### src/lan_glue_params.svh
`ifndef LAN_GLUE_PARAMS_SVH
`define LAN_GLUE_PARAMS_SVH

// clock rates and periods
`define REF_CLK_MHZ 200
`define REF_CLK_PERIOD_NS 5
`define OSC_CLK_MHZ 8
`define OSC_HALF_CYCLES (`REF_CLK_MHZ / (2 * `OSC_CLK_MHZ))

// i/o decode: address bits 9..4 pick the sixteen-address card block
`define CARD_BLOCK_TAG 6'h30
`define CMD_PORT_OFFSET 10'h300
`define CTRL_PORT_OFFSET 10'h301
`define CMD_PORT_SEL 1'b0
`define CTRL_PORT_SEL 1'b1

// control port layout and reset
`define CTRL_PORT_WIDTH 4
`define CTRL_PORT_RESET 4'h0
`define CTRL_DMA_A_BIT 0
`define CTRL_DMA_B_BIT 1
`define CTRL_IRQ_BIT 2
`define CTRL_TX_BIT 3

// transmit idle detect: line high longer than this means idle
`define IDLE_TIME_NS 2000
`define IDLE_CYCLES ((`IDLE_TIME_NS + `REF_CLK_PERIOD_NS - 1) / `REF_CLK_PERIOD_NS)

// least spacing between two dma bytes, in controller system clocks
`define DMA_GAP_SYS_CLKS 2
`define DMA_GAP_CYCLES (`DMA_GAP_SYS_CLKS * `REF_CLK_MHZ / `OSC_CLK_MHZ)

`endif

### src/lan_glue_pkg.sv
package lan_glue_pkg;
    // dma request hold states, gray along idle, request, ack, gap
    typedef enum logic [1:0] {
        dma_idle = 2'b00,
        dma_req = 2'b01,
        dma_ack = 2'b11,
        dma_gap = 2'b10
    } dma_state_type;

    typedef enum logic [1:0] {
        irq_line3 = 2'd0,
        irq_line4 = 2'd1,
        irq_line5 = 2'd2
    } irq_line_type;

    typedef struct packed {
        logic transmitter_enable;
        logic irq_enable;
        logic dma_req_b_enable;
        logic dma_req_a_enable;
    } ctrl_port_type;
endpackage : lan_glue_pkg

### src/fifo_if.sv
`timescale 1ns/1ps
`default_nettype none
interface fifo_if #(parameter int WIDTH = 8) ();
    logic push_valid;
    logic push_ready;
    logic [WIDTH-1:0] push_data;
    logic pop_valid;
    logic pop_ready;
    logic [WIDTH-1:0] pop_data;
    modport store (input push_valid, push_data, pop_ready, output push_ready, pop_valid, pop_data);
    modport user (output push_valid, push_data, pop_ready, input push_ready, pop_valid, pop_data);
endinterface : fifo_if
`default_nettype wire

### src/pin_sync.sv
`timescale 1ns/1ps
`default_nettype none
module pin_sync #(
    parameter int WIDTH = 1
) (
    input wire logic ref_clk,
    input wire logic rst,
    input wire logic [WIDTH-1:0] din,
    output logic [WIDTH-1:0] dout
);
    logic [WIDTH-1:0] stage1;
    logic [WIDTH-1:0] stage2;
    logic [WIDTH-1:0] stage3;
    logic [WIDTH-1:0] next_dout;

    // a bit only moves once stages two and three agree; stage one feeds stage two alone
    always_comb begin
        for (int i = 0; i < WIDTH; i++) begin
            next_dout[i] = (stage2[i] == stage3[i]) ? stage3[i] : dout[i];
        end
    end

    always_ff @(posedge ref_clk) begin
        if (rst) begin
            stage1 <= '0;
            stage2 <= '0;
            stage3 <= '0;
            dout <= '0;
        end else begin
            stage1 <= din;
            stage2 <= stage1;
            stage3 <= stage2;
            dout <= next_dout;
        end
    end
endmodule : pin_sync
`default_nettype wire

### src/stream_fifo.sv
`timescale 1ns/1ps
`default_nettype none
module stream_fifo #(
    parameter int WIDTH = 8,
    parameter int DEPTH = 16
) (
    input wire logic ref_clk,
    input wire logic rst,
    fifo_if.store q
);
    localparam int PTR_W = $clog2(DEPTH);
    localparam int CNT_W = $clog2(DEPTH + 1);
    localparam logic [CNT_W-1:0] FULL_COUNT = CNT_W'(DEPTH);

    logic [WIDTH-1:0] mem [DEPTH];
    logic [PTR_W-1:0] wr_ptr;
    logic [PTR_W-1:0] rd_ptr;
    logic [CNT_W-1:0] count;
    logic [PTR_W-1:0] next_wr_ptr;
    logic [PTR_W-1:0] next_rd_ptr;
    logic [CNT_W-1:0] next_count;
    logic do_push;
    logic do_pop;

    // flags come from the count flop, so full and empty never lie
    assign q.push_ready = (count != FULL_COUNT);
    assign q.pop_valid = (count != '0);
    assign q.pop_data = mem[rd_ptr];
    assign do_push = q.push_valid && q.push_ready;
    assign do_pop = q.pop_valid && q.pop_ready;

    // pointers wrap naturally; depth must be a power of two
    always_comb begin
        next_wr_ptr = do_push ? wr_ptr + PTR_W'(1) : wr_ptr;
        next_rd_ptr = do_pop ? rd_ptr + PTR_W'(1) : rd_ptr;
        next_count = count;
        if (do_push && !do_pop) begin
            next_count = count + CNT_W'(1);
        end else if (do_pop && !do_push) begin
            next_count = count - CNT_W'(1);
        end
    end

    always_ff @(posedge ref_clk) begin
        if (rst) begin
            wr_ptr <= '0;
            rd_ptr <= '0;
            count <= '0;
        end else begin
            wr_ptr <= next_wr_ptr;
            rd_ptr <= next_rd_ptr;
            count <= next_count;
        end
    end

    // storage needs no reset; only counted words are ever read
    always_ff @(posedge ref_clk) begin
        if (do_push) begin
            mem[wr_ptr] <= q.push_data;
        end
    end
endmodule : stream_fifo
`default_nettype wire

### src/lan_adapter_host_bus_glue.sv
// Summary of operation
// RULE1: controller select only for address 300H while address enable is inactive; the code selects on every even address 300H..30EH.
// RULE2: control port load uses the same decode at 301H, only on I/O writes; the code loads on every odd address 301H..30FH.
// RULE3: card decodes the full sixteen-address block 300H to 30FH.
// RULE4: control port at 301H is write only; reads return nothing from it.
// RULE5: transceiver enabled on either DMA acknowledge or any card block access.
// RULE6: control port holds two DMA enables, interrupt enable, transmitter enable.
// RULE7: all control port bits clear to zero at reset.
// RULE8: transmitter enable low holds the line driver fully off.
// RULE9: serial clock is 8 or 16 times bit rate, set by a parameter.
// RULE10: parallel side at 8 MHz; at most one DMA byte per two clocks.
// RULE11: one 8 MHz oscillator drives both system and serial clock inputs; the divider here gives 200 MHz / 24, about 8.33 MHz.
// RULE12: host DMA controller runs single-byte transfers so refresh keeps running.
// RULE13: a raised DMA request is held until that channel's acknowledge arrives.
// RULE14: each DMA request reaches the bus through a buffer gated by its bit.
// RULE15: one channel for reception, the other for transmit and commands.
// RULE16: controller interrupts on command completion and on frame reception.
// RULE17: interrupt driven by tri-state onto one selectable line IRQ3, IRQ4, IRQ5.
// RULE18: idle detect combined with transmitter enable keeps driver off after reset.
// RULE19: control port latches low data bits when a qualified write strobe ends.
`timescale 1ns/1ps
`default_nettype none
`include "lan_glue_params.svh"
module lan_adapter_host_bus_glue import lan_glue_pkg::*; #(
    parameter int SAMPLE_FACTOR = 16,
    parameter irq_line_type IRQ_LINE = irq_line3,
    parameter int FIFO_DEPTH = 16
) (
    input wire logic ref_clk,
    input wire logic rst,
    input wire logic [9:0] bus_addr,
    input wire logic bus_aen,
    input wire logic bus_iow_n,
    input wire logic bus_ior_n,
    input wire logic [7:0] bus_data,
    input wire logic dma_ack_a_n,
    input wire logic dma_ack_b_n,
    input wire logic ctrl_dma_req_a,
    input wire logic ctrl_dma_req_b,
    input wire logic ctrl_irq,
    input wire logic ctrl_txd,
    input wire logic ctrl_cmd_ready,
    output logic ctrl_cs_n,
    output logic ctrl_port_load_n,
    output logic transceiver_enable_n,
    output logic [1:0] dma_req_out,
    output logic [1:0] dma_req_oe,
    output logic [2:0] irq_out,
    output logic [2:0] irq_oe,
    output logic tx_line_data,
    output logic tx_driver_enable_n,
    output logic osc_clk,
    output logic sample_factor_16,
    output logic [7:0] ctrl_cmd_data,
    output logic ctrl_cmd_valid,
    output logic cmd_fifo_ready
);
    localparam int SYNC_W = 28;
    localparam int IDLE_W = $clog2(`IDLE_CYCLES + 1);
    localparam int GAP_W = $clog2(`DMA_GAP_CYCLES + 1);
    localparam int OSC_W = $clog2(`OSC_HALF_CYCLES + 1);
    localparam logic [IDLE_W-1:0] IDLE_LIMIT = IDLE_W'(`IDLE_CYCLES);
    localparam logic [GAP_W-1:0] GAP_LIMIT = GAP_W'(`DMA_GAP_CYCLES);
    localparam logic [OSC_W-1:0] OSC_LIMIT = OSC_W'(`OSC_HALF_CYCLES - 1);

    // every pin from the bus or the controller is asynchronous to ref_clk
    logic [SYNC_W-1:0] pins_raw;
    logic [SYNC_W-1:0] pins_s;
    logic [9:0] addr_s;
    logic aen_s;
    logic iow_n_s;
    logic ior_n_s;
    logic [7:0] data_s;
    logic [1:0] ack_n_s;
    logic [1:0] creq_s;
    logic irq_s;
    logic txd_s;
    logic cmd_ready_s;

    assign pins_raw = {bus_addr, bus_aen, bus_iow_n, bus_ior_n, bus_data, dma_ack_b_n,
                       dma_ack_a_n, ctrl_dma_req_b, ctrl_dma_req_a, ctrl_irq, ctrl_txd,
                       ctrl_cmd_ready};
    assign {addr_s, aen_s, iow_n_s, ior_n_s, data_s, ack_n_s, creq_s, irq_s, txd_s,
            cmd_ready_s} = pins_s;

    pin_sync #(.WIDTH(SYNC_W)) u_pin_sync (
        .ref_clk(ref_clk),
        .rst(rst),
        .din(pins_raw),
        .dout(pins_s)
    );

    // ---- address decode and write completion
    logic in_block;
    logic cs_hit;
    logic load_hit;
    logic cmd_wr_hit;
    logic load_d;
    logic cmd_wr_d;
    logic [7:0] data_hold;
    logic next_load_d;
    logic next_cmd_wr_d;
    logic [7:0] next_data_hold;
    logic load_done;
    logic cmd_done;

    // only address bits 9..4 and 0 are looked at, so the card takes 300H..30FH
    always_comb begin
        in_block = !aen_s && (addr_s[9:4] == `CARD_BLOCK_TAG); // see RULE3
        cs_hit = in_block && (addr_s[0] == `CMD_PORT_SEL); // see RULE1
        load_hit = in_block && (addr_s[0] == `CTRL_PORT_SEL) && !iow_n_s; // see RULE2
        cmd_wr_hit = cs_hit && !iow_n_s;
        load_done = load_d && !load_hit;
        cmd_done = cmd_wr_d && !cmd_wr_hit;
        next_load_d = load_hit;
        next_cmd_wr_d = cmd_wr_hit;
        // data is kept while the strobe is low; the bus may drop it as soon as it ends
        next_data_hold = (load_hit || cmd_wr_hit) ? data_s : data_hold;
    end

    always_ff @(posedge ref_clk) begin
        if (rst) begin
            load_d <= 1'b0;
            cmd_wr_d <= 1'b0;
            data_hold <= 8'h00;
        end else begin
            load_d <= next_load_d;
            cmd_wr_d <= next_cmd_wr_d;
            data_hold <= next_data_hold;
        end
    end

    // ---- control port: write only, nothing ever drives its contents back
    ctrl_port_type ctrl;
    ctrl_port_type next_ctrl;

    always_comb begin
        next_ctrl = ctrl;
        if (load_done) begin
            next_ctrl = ctrl_port_type'(data_hold[`CTRL_PORT_WIDTH-1:0]); // see RULE19 RULE6
        end
    end

    always_ff @(posedge ref_clk) begin
        if (rst) begin
            ctrl <= ctrl_port_type'(`CTRL_PORT_RESET); // see RULE7
        end else begin
            ctrl <= next_ctrl;
        end
    end

    // ---- decode outputs registered onto the pins
    logic next_cs_n;
    logic next_load_n;
    logic next_xcvr_n;

    always_comb begin
        next_cs_n = !cs_hit;
        next_load_n = !load_hit;
        // a read of 301H still opens the transceiver but the port never drives it
        next_xcvr_n = ack_n_s[0] && ack_n_s[1] && !in_block; // see RULE5 RULE4
    end

    always_ff @(posedge ref_clk) begin
        if (rst) begin
            ctrl_cs_n <= 1'b1;
            ctrl_port_load_n <= 1'b1;
            transceiver_enable_n <= 1'b1;
        end else begin
            ctrl_cs_n <= next_cs_n;
            ctrl_port_load_n <= next_load_n;
            transceiver_enable_n <= next_xcvr_n;
        end
    end

    // ---- dma request hold, channel a for reception, channel b for transmit and commands
    logic [1:0] chan_en;
    assign chan_en = {ctrl.dma_req_b_enable, ctrl.dma_req_a_enable};

    genvar ch;
    generate
        for (ch = 0; ch < 2; ch++) begin : g_dma // see RULE15
            dma_state_type state;
            dma_state_type next_state;
            logic [GAP_W-1:0] gap_cnt;
            logic [GAP_W-1:0] next_gap_cnt;

            // the request is never dropped before ack: the host controller locks otherwise
            always_comb begin
                next_state = state;
                next_gap_cnt = gap_cnt;
                unique case (state)
                    dma_idle: begin
                        if (creq_s[ch] && chan_en[ch]) begin
                            next_state = dma_req;
                        end
                    end
                    dma_req: begin
                        if (!ack_n_s[ch]) begin
                            next_state = dma_ack; // see RULE13
                        end
                    end
                    dma_ack: begin
                        // one byte per acknowledge, as the host runs single transfers
                        if (ack_n_s[ch]) begin
                            next_state = dma_gap; // see RULE12
                            next_gap_cnt = '0;
                        end
                    end
                    dma_gap: begin
                        next_gap_cnt = gap_cnt + GAP_W'(1);
                        if (gap_cnt == GAP_LIMIT - GAP_W'(1)) begin
                            next_state = dma_idle; // see RULE10
                        end
                    end
                endcase
            end

            always_ff @(posedge ref_clk) begin
                if (rst) begin
                    state <= dma_idle;
                    gap_cnt <= '0;
                    dma_req_out[ch] <= 1'b0;
                    dma_req_oe[ch] <= 1'b0;
                end else begin
                    state <= next_state;
                    gap_cnt <= next_gap_cnt;
                    dma_req_out[ch] <= (next_state == dma_req); // see RULE13
                    dma_req_oe[ch] <= next_ctrl[ch]; // see RULE14
                end
            end
        end
    endgenerate

    // ---- interrupt: one line driven, others left floating for sharing
    logic [2:0] next_irq_oe;

    always_comb begin
        for (int i = 0; i < 3; i++) begin
            next_irq_oe[i] = next_ctrl.irq_enable && (int'(IRQ_LINE) == i); // see RULE17
        end
    end

    always_ff @(posedge ref_clk) begin
        if (rst) begin
            irq_out <= 3'h0;
            irq_oe <= 3'h0;
        end else begin
            irq_out <= {3{irq_s}}; // see RULE16
            irq_oe <= next_irq_oe;
        end
    end

    // ---- transmit idle detect; starts expired so the driver is off after reset
    logic [IDLE_W-1:0] idle_cnt;
    logic [IDLE_W-1:0] next_idle_cnt;
    logic next_tx_en_n;

    always_comb begin
        next_idle_cnt = idle_cnt;
        if (!txd_s) begin
            next_idle_cnt = '0;
        end else if (idle_cnt != IDLE_LIMIT) begin
            next_idle_cnt = idle_cnt + IDLE_W'(1);
        end
        next_tx_en_n = !(ctrl.transmitter_enable && (next_idle_cnt != IDLE_LIMIT)); // see RULE8 RULE18
    end

    always_ff @(posedge ref_clk) begin
        if (rst) begin
            idle_cnt <= IDLE_LIMIT;
            tx_line_data <= 1'b1;
            tx_driver_enable_n <= 1'b1;
        end else begin
            idle_cnt <= next_idle_cnt;
            tx_line_data <= txd_s;
            tx_driver_enable_n <= next_tx_en_n;
        end
    end

    // ---- oscillator divider; one output feeds both controller clock inputs
    // 200 MHz does not divide evenly to 8 MHz, so the output runs slightly fast
    logic [OSC_W-1:0] osc_cnt;
    logic [OSC_W-1:0] next_osc_cnt;
    logic next_osc_clk;

    always_comb begin
        next_osc_cnt = osc_cnt + OSC_W'(1);
        next_osc_clk = osc_clk;
        if (osc_cnt == OSC_LIMIT) begin
            next_osc_cnt = '0;
            next_osc_clk = !osc_clk; // see RULE11
        end
    end

    always_ff @(posedge ref_clk) begin
        if (rst) begin
            osc_cnt <= '0;
            osc_clk <= 1'b0;
            sample_factor_16 <= 1'b0;
        end else begin
            osc_cnt <= next_osc_cnt;
            osc_clk <= next_osc_clk;
            sample_factor_16 <= (SAMPLE_FACTOR == 16); // see RULE9
        end
    end

    // ---- command byte buffer between the 300H write and the controller
    fifo_if #(.WIDTH(8)) cmd_q ();

    stream_fifo #(.WIDTH(8), .DEPTH(FIFO_DEPTH)) u_cmd_fifo (
        .ref_clk(ref_clk),
        .rst(rst),
        .q(cmd_q)
    );

    logic next_cmd_valid;
    logic [7:0] next_cmd_data;
    logic take_word;

    // a write that meets a full buffer is lost; software must watch cmd_fifo_ready
    assign cmd_q.push_valid = cmd_done;
    assign cmd_q.push_data = data_hold;
    assign cmd_q.pop_ready = take_word;

    always_comb begin
        take_word = !ctrl_cmd_valid || cmd_ready_s;
        next_cmd_valid = ctrl_cmd_valid && !cmd_ready_s;
        next_cmd_data = ctrl_cmd_data;
        if (take_word && cmd_q.pop_valid) begin
            next_cmd_valid = 1'b1;
            next_cmd_data = cmd_q.pop_data;
        end
    end

    always_ff @(posedge ref_clk) begin
        if (rst) begin
            ctrl_cmd_valid <= 1'b0;
            ctrl_cmd_data <= 8'h00;
            cmd_fifo_ready <= 1'b0;
        end else begin
            ctrl_cmd_valid <= next_cmd_valid;
            ctrl_cmd_data <= next_cmd_data;
            cmd_fifo_ready <= cmd_q.push_ready;
        end
    end
endmodule : lan_adapter_host_bus_glue
`default_nettype wire

### config.mk
export PLATFORM = sky130hd
export DESIGN_NAME = lan_adapter_host_bus_glue
export DESIGN_NICKNAME = d
export VERILOG_FILES = /design/src/lan_glue_pkg.sv /design/src/fifo_if.sv /design/src/pin_sync.sv /design/src/stream_fifo.sv /design/src/lan_adapter_host_bus_glue.sv
export VERILOG_INCLUDE_DIRS = /design/src /design/src/src
export SDC_FILE = /design/constraint.sdc
export NUM_CORES = 1
export LEC_CHECK = 0
export BUFFER_PORTS_ARGS = -buffer_cell sky130_fd_sc_hd__buf_2
export CAP_MARGIN = 5
export CORE_MARGIN = 5
export CORE_UTILIZATION = 46
export CTS_BUF_LIST = sky130_fd_sc_hd__clkbuf_4 sky130_fd_sc_hd__clkbuf_8
export DETAILED_ROUTE_END_ITERATION = 7
export GPL_TIMING_DRIVEN = 0
export SLEW_MARGIN = 30
export SYNTH_ARGS = -nofsm -noshare
export SYNTH_HDL_FRONTEND = slang
export SYNTH_HIERARCHICAL = 1
export SYNTH_SLANG_ARGS = --single-unit
export TNS_END_PERCENT = 50
### constraint.sdc
create_clock -name ref_clk -period 8.8 [get_ports ref_clk]
set_input_delay 1.32 -clock ref_clk [delete_from_list [all_inputs] [get_ports ref_clk]]
set_output_delay 1.32 -clock ref_clk [all_outputs]
set_load 0.005 [all_outputs]
Word-level counts from Yosys, hierarchy flattened
Memory sizes are Yosys's and may differ from the RTL's. A register that Yosys moved wholly into a read port is not among the register bits.
Index checks and enable logic that the tools add are counted.
{"block": "totals", "in_bits": 30, "ff_bits": 178, "wordCells": 170, "n_memories": 1, "ramBits": 128}
{"block": "classes", "addsub": 8, "n_reduce_logical": 40, "n_mux": 23, "n_bitwise": 1, "n_eq_ne": 41}
{"memory": "u_cmd_fifo.mem", "words": 16, "width": 8, "read_ports": 1, "rd_clocked_by_memory_dff": 1, "write_ports": 1, "line_no": "stream_fifo.sv:15", "text": "logic [WIDTH-1:0] mem [DEPTH];"}
{"op": "$eq 1x1->1", "n": 24}
{"op": "$pmux 6 s2", "n": 2}
{"op": "$eq 6x6->1 const B", "n": 3}
{"op": "$mux 9", "n": 2}
{"op": "$ne 9x9->1 const B", "n": 2}
{"op": "$logic_and 1x1->1", "n": 17}
{"op": "$mux 2", "n": 8}
{"op": "$pmux 2 s4", "n": 2}
{"op": "$add 4x1->4 const B", "n": 3}
{"op": "$add 6x1->6 const B", "n": 2}
{"op": "$logic_not 1->1", "n": 12}
{"op": "$mux 6", "n": 2}
{"op": "$mux 5", "n": 2}
{"op": "$add 9x1->9 const B", "n": 1}
{"op": "$eq 2x1->1 const B", "n": 4}
{"op": "$eq 2x2->1 const B", "n": 4}
{"op": "$reduce_bool 2->1", "n": 3}
{"op": "$add 5x1->5 const B", "n": 1}
{"op": "$ne 5x5->1 const B", "n": 1}
{"op": "$reduce_bool 5->1", "n": 1}
{"op": "$sub 5x1->5 const B", "n": 1}
{"op": "$eq 4x4->1 const B", "n": 1}
{"op": "$logic_not 2->1", "n": 2}
{"op": "$mux 1", "n": 4}
{"op": "6 further kinds", "n": 9}

Longest topological paths before layout
{"block": "depth", "word_depth": 11, "mapped_depth": 13, "ltp_nobuf": 12}

By module
Netlist, hierarchy kept.
{"module": "stream_fifo", "instances": 1, "area_per_inst_um2": 5761.8, "seq_area_each_um2": 4184.0, "cells_per_inst": 311}
{"module": "pin_sync", "instances": 1, "area_per_inst_um2": 3215.6, "seq_area_each_um2": 2242.2, "cells_per_inst": 292}
{"module": "lan_adapter_host_bus_glue", "instances": 1, "area_per_inst_um2": 2701.3, "seq_area_each_um2": 1261.2, "cells_per_inst": 308}

Worst setup path after synthesis
No wires, ideal clock.
{"block": "synth_path", "path_kind": "reg2reg", "startpoint": "register u_pin_sync.dout[16]", "endpoint": "register u_cmd_fifo.count[4]", "synth_period_minus_slack_ps": 2991, "arrival_ps": 2871, "setup_time_ps": 121, "path_slack_ps": 5809, "stages_incl_launch_ff": 14, "n_path_buf": 1, "cell_sequence": "dfxtp_1 -> or3_1 -> nor3_1 -> buf_2 -> a21boi_0 -> o21ai_4 -> inv_2 -> ha_1 -> inv_1 -> ha_1 -> a21oi_1 -> a211oi_1 -> a31oi_1 -> mux2_2"}
{"block": "synth_via", "elab_chain_len": 8}
{"item": "start, declared", "line_no": "pin_sync.sv:9", "text": "output logic [WIDTH-1:0] dout"}
{"item": "start signal, assigned", "line_no": "pin_sync.sv:33", "text": "dout <= next_dout;"}
{"item": "$logic_not 1->1 *", "line_no": "lan_adapter_host_bus_glue.sv:112", "text": "cmd_wr_hit = cs_hit && !iow_n_s;"}
{"item": "$logic_and 1x1->1 *", "line_no": "lan_adapter_host_bus_glue.sv:112"}
{"item": "$logic_not 1->1 *", "line_no": "lan_adapter_host_bus_glue.sv:114", "text": "cmd_done = cmd_wr_d && !cmd_wr_hit;"}
{"item": "$logic_and 1x1->1 *", "line_no": "lan_adapter_host_bus_glue.sv:114"}
{"item": "net cmd_done", "line_no": "lan_adapter_host_bus_glue.sv:105", "text": "logic cmd_done;"}
{"item": "$logic_and 1x1->1 *", "line_no": "stream_fifo.sv:29", "text": "assign do_push = q.push_valid && q.push_ready;"}
{"item": "net u_cmd_fifo.do_push", "line_no": "stream_fifo.sv:22", "text": "logic do_push;"}
{"item": "$logic_not 1->1", "line_no": "stream_fifo.sv:39", "text": "end else if (do_pop && !do_push) begin"}
{"item": "$logic_and 1x1->1", "line_no": "stream_fifo.sv:39"}
{"item": "$reduce_bool 2->1 (no source line)"}
{"item": "end signal, assigned", "line_no": "stream_fifo.sv:52", "text": "count <= next_count;"}
{"item": "end, declared", "line_no": "stream_fifo.sv:18", "text": "logic [CNT_W-1:0] count;"}
The timed path passes the listed nets; every way through them passes the cells marked *.
A chain may end at the register's enable or synchronous reset.

Final worst setup path
Ends and elaborated chain as after synthesis.

==> run_results.csv <==
group,metric,value,unit
cts,cts_setup_buffers,0,
sta,setup_tns,0,ns
setup_path,worstPathArrival,3.89,ns
setup_path,r2r_slack,5.34,ns
setup_path,cp_num_buf_inv,3,
cells_and_area,final_nets,1023,
cells_and_area,diodes,0,
cts,ctsResizeCount,0,
floorplanning,start_util,46.44,%
global_route,grt.total_usage,16.06,%
cells_and_area,area_delta_synth_final,15.34,%
place,gp_congestion,0.7979,
routing,postRouteAntennaNets,0,
power,switching_share,24.61,%
sta,min_period,3.458,ns
floorplanning,dieArea,27630,um^2
global_route,overflow,0,
cts,cts_root_buf,"clkbuf_8",
floorplanning,io_pins,57,
min_path,hold_class,"reg2reg",
setup_path,critPathKind,"reg2reg",
synthesis,avgSynthCellArea,12.89,um^2
cts,cts_tree,"built",
setup_path,path_max_fanout,10,
synthesis,syn-instance-count,871,
routing,num_vias,6659,
synthesis,syn-cell-area,11230,um^2
power,leakage,4.711,nW
place,place_area,11940,um^2
global_route,grt_max_degree,19,
sta,slew_headroom,45.68,%
power,p_int,0.002405,W
cells_and_area,drive_gt1_share,22.09,%
floorplanning,die_w,166.2,um
setup_path,crit_required,9.23,ns
routing,via_per_inst,4.977,
setup_path,max_stage_delay,0.42,ns
cts,clock_latency,0.57,ns
place,portBuffers,49,
sta,hold_viol_final,0,
sta,fmax,289.2,MHz
synthesis,yosysWarnings,6,
setup_path,crit_path_start_kind,"register",
power,power_frac_comb,13.3,%
sta,report.final.slew_viol_count,0,
setup_path,crit_slowest_cell,"or3_1",
global_route,antenna_found_initial,0,
power,pwr-share-clk,38.2,%
setup_path,crit_top_cell,"ha_1",
cts,numCtsBuffers,49,
cts,cts_hold_buf,0,
routing,drt_first_iter_violations,405,
run,max_cap_violations,0,
routing,dr.pass1.iters,4,
routing,routedWlPerCell,16.26,um
power,netSwitchingPower,0.0007848,W
outcome,status,"finished clean",
sta,fin_worst_skew,0.03280,ns
floorplanning,die_h,166.2,um
cells_and_area,fin_util,53.57,%
cells_and_area,finalInstanceArea,12950,um^2
cts,cts_htree_levels,2,
power,totalPowerFinal,0.003189,W
cts,cts.sinks,304,
cells_and_area,fillers,2038,
setup_path,crit_path_end_kind,"register",
cts,clock_path_buffers,3,
sta,finalCritPeriodShare,39.30,%
setup_path,r2r-start,"u_pin_sync/dout[16]",
setup_path,cp-startpoint,"u_pin_sync/dout[16]",
global_route,grt_pass1_wl,35.85,mm
cts,cts.reportedPaths.clkPinSlew,0.06,ns
place,dp.cells,1249,
sta,worstMarginPinSlew,0.8117,ns
min_path,hold_path.startpoint,"u_pin_sync/stage1[27]",
setup_path,crit_chain,"or3_1 > nor3_1 > buf_2 > a21boi_0 > o21ai_4 > inv_2 > ha_1 > inv_1 > ha_1 > a21oi_1 > a211oi_1 > a31oi_1 > mux2_2",
routing,drc_errors,0,
floorplanning,coreArea,24180,um^2
power,ir_drop,0.0001149,V
global_route,grt_pass1_vias,6738,
power,power.density,246.3,nW/um^2
cells_and_area,final_cells,1338,
sta,rsz0062_at_grt,"false",
sta,setup_viol,0,
routing,drt_wl_total,21.76,mm
floorplanning,row_count,57,
power,p_seq_share,48.5,%
setup_path,critPathTopFamily,"compound AO/OA/AOI/OAI gates",
place,place_hpwl,14.74,mm
[state kept, by name, indices dropped and copies added (netlist names), 2 cells and up, named ones only]
signal	cells
u_cmd_fifo/mem	128
dma_req_oe	2
ctrl_cmd_data	8
u_pin_sync/stage3	24
cmd_q.push_data	8
idle_cnt	9
dma_req_out	2
u_cmd_fifo/wr_ptr	4
u_pin_sync/dout	24
g_dma.gap_cnt	12
u_cmd_fifo/rd_ptr	4
g_dma.state	4
u_cmd_fifo/count	5
u_pin_sync/stage1	24
u_pin_sync/stage2	24
osc_cnt	4
[final timing paths]
path                                 to  cells after the start
setup / recovery    u_cmd_fifo/count[4]                     13
hold / removal    u_pin_sync/stage2[27]                      1
setup reg to reg    u_cmd_fifo/count[4]                     13
hold reg to reg   u_pin_sync/stage2[27]                      1
[through the flow]
step,hold WS (ns),setup slack (ns)
2_1_floorplan,0.4118,5.809
3_3_place_gp,0.4195,5.269
3_5_place_dp,0.4204,5.330
4_1_cts,0.4246,5.333
5_1_grt,0.4373,5.095
6_report,0.4327,5.342
[cell usage in the layout (no fill, tap or decap), types with 10 or more instances in the layout]
master	n
edfxtp_1	128
nand3_1	26
clkbuf_1	19
mux2i_1	15
xnor2_1	10
nor2_1	63
ha_1	16
nand2_1	68
o21ai_0	28
mux4_2	32
nor2b_1	78
clkbuf_4	20
clkbuf_8	56
a22oi_1	18
inv_1	20
buf_4	11
a21oi_1	51
buf_2	67
dfxtp_1	176
[final cells by class]
type | count | area, um^2 | share of cell area, %
multi-input combinational | 499 | 3572 | 27.58
timing repair buffer | 53 | 272.8 | 2.106
tap | 324 | 405.4 | 3.130
clock inverter | 13 | 95.09 | 0.7342
buffer | 48 | 239.0 | 1.845
clock buffer | 76 | 920.9 | 7.110
sequential | 304 | 7367 | 56.88
inverter | 21 | 78.83 | 0.6086
[power by group through the flow]
stage	combinational, W	clock (W)	sequential [W]
floorplan	0.000313	0	0.00157
global placement	0.000426	0	0.00158
detailed placement	0.000431	0	0.00158
CTS	0.000432	0.00125	0.00155
global route	0.000475	0.00132	0.00156
finish	0.000426	0.00122	0.00155
[per-layer routing]
layer,share of wire (%),GRT usage (%)
met4,2.0,4.838
met5,0,0
met1,47,22.33
met2,46,25.80
met3,4.9,3.166
Note: power is estimated with default switching activity, not from simulation.
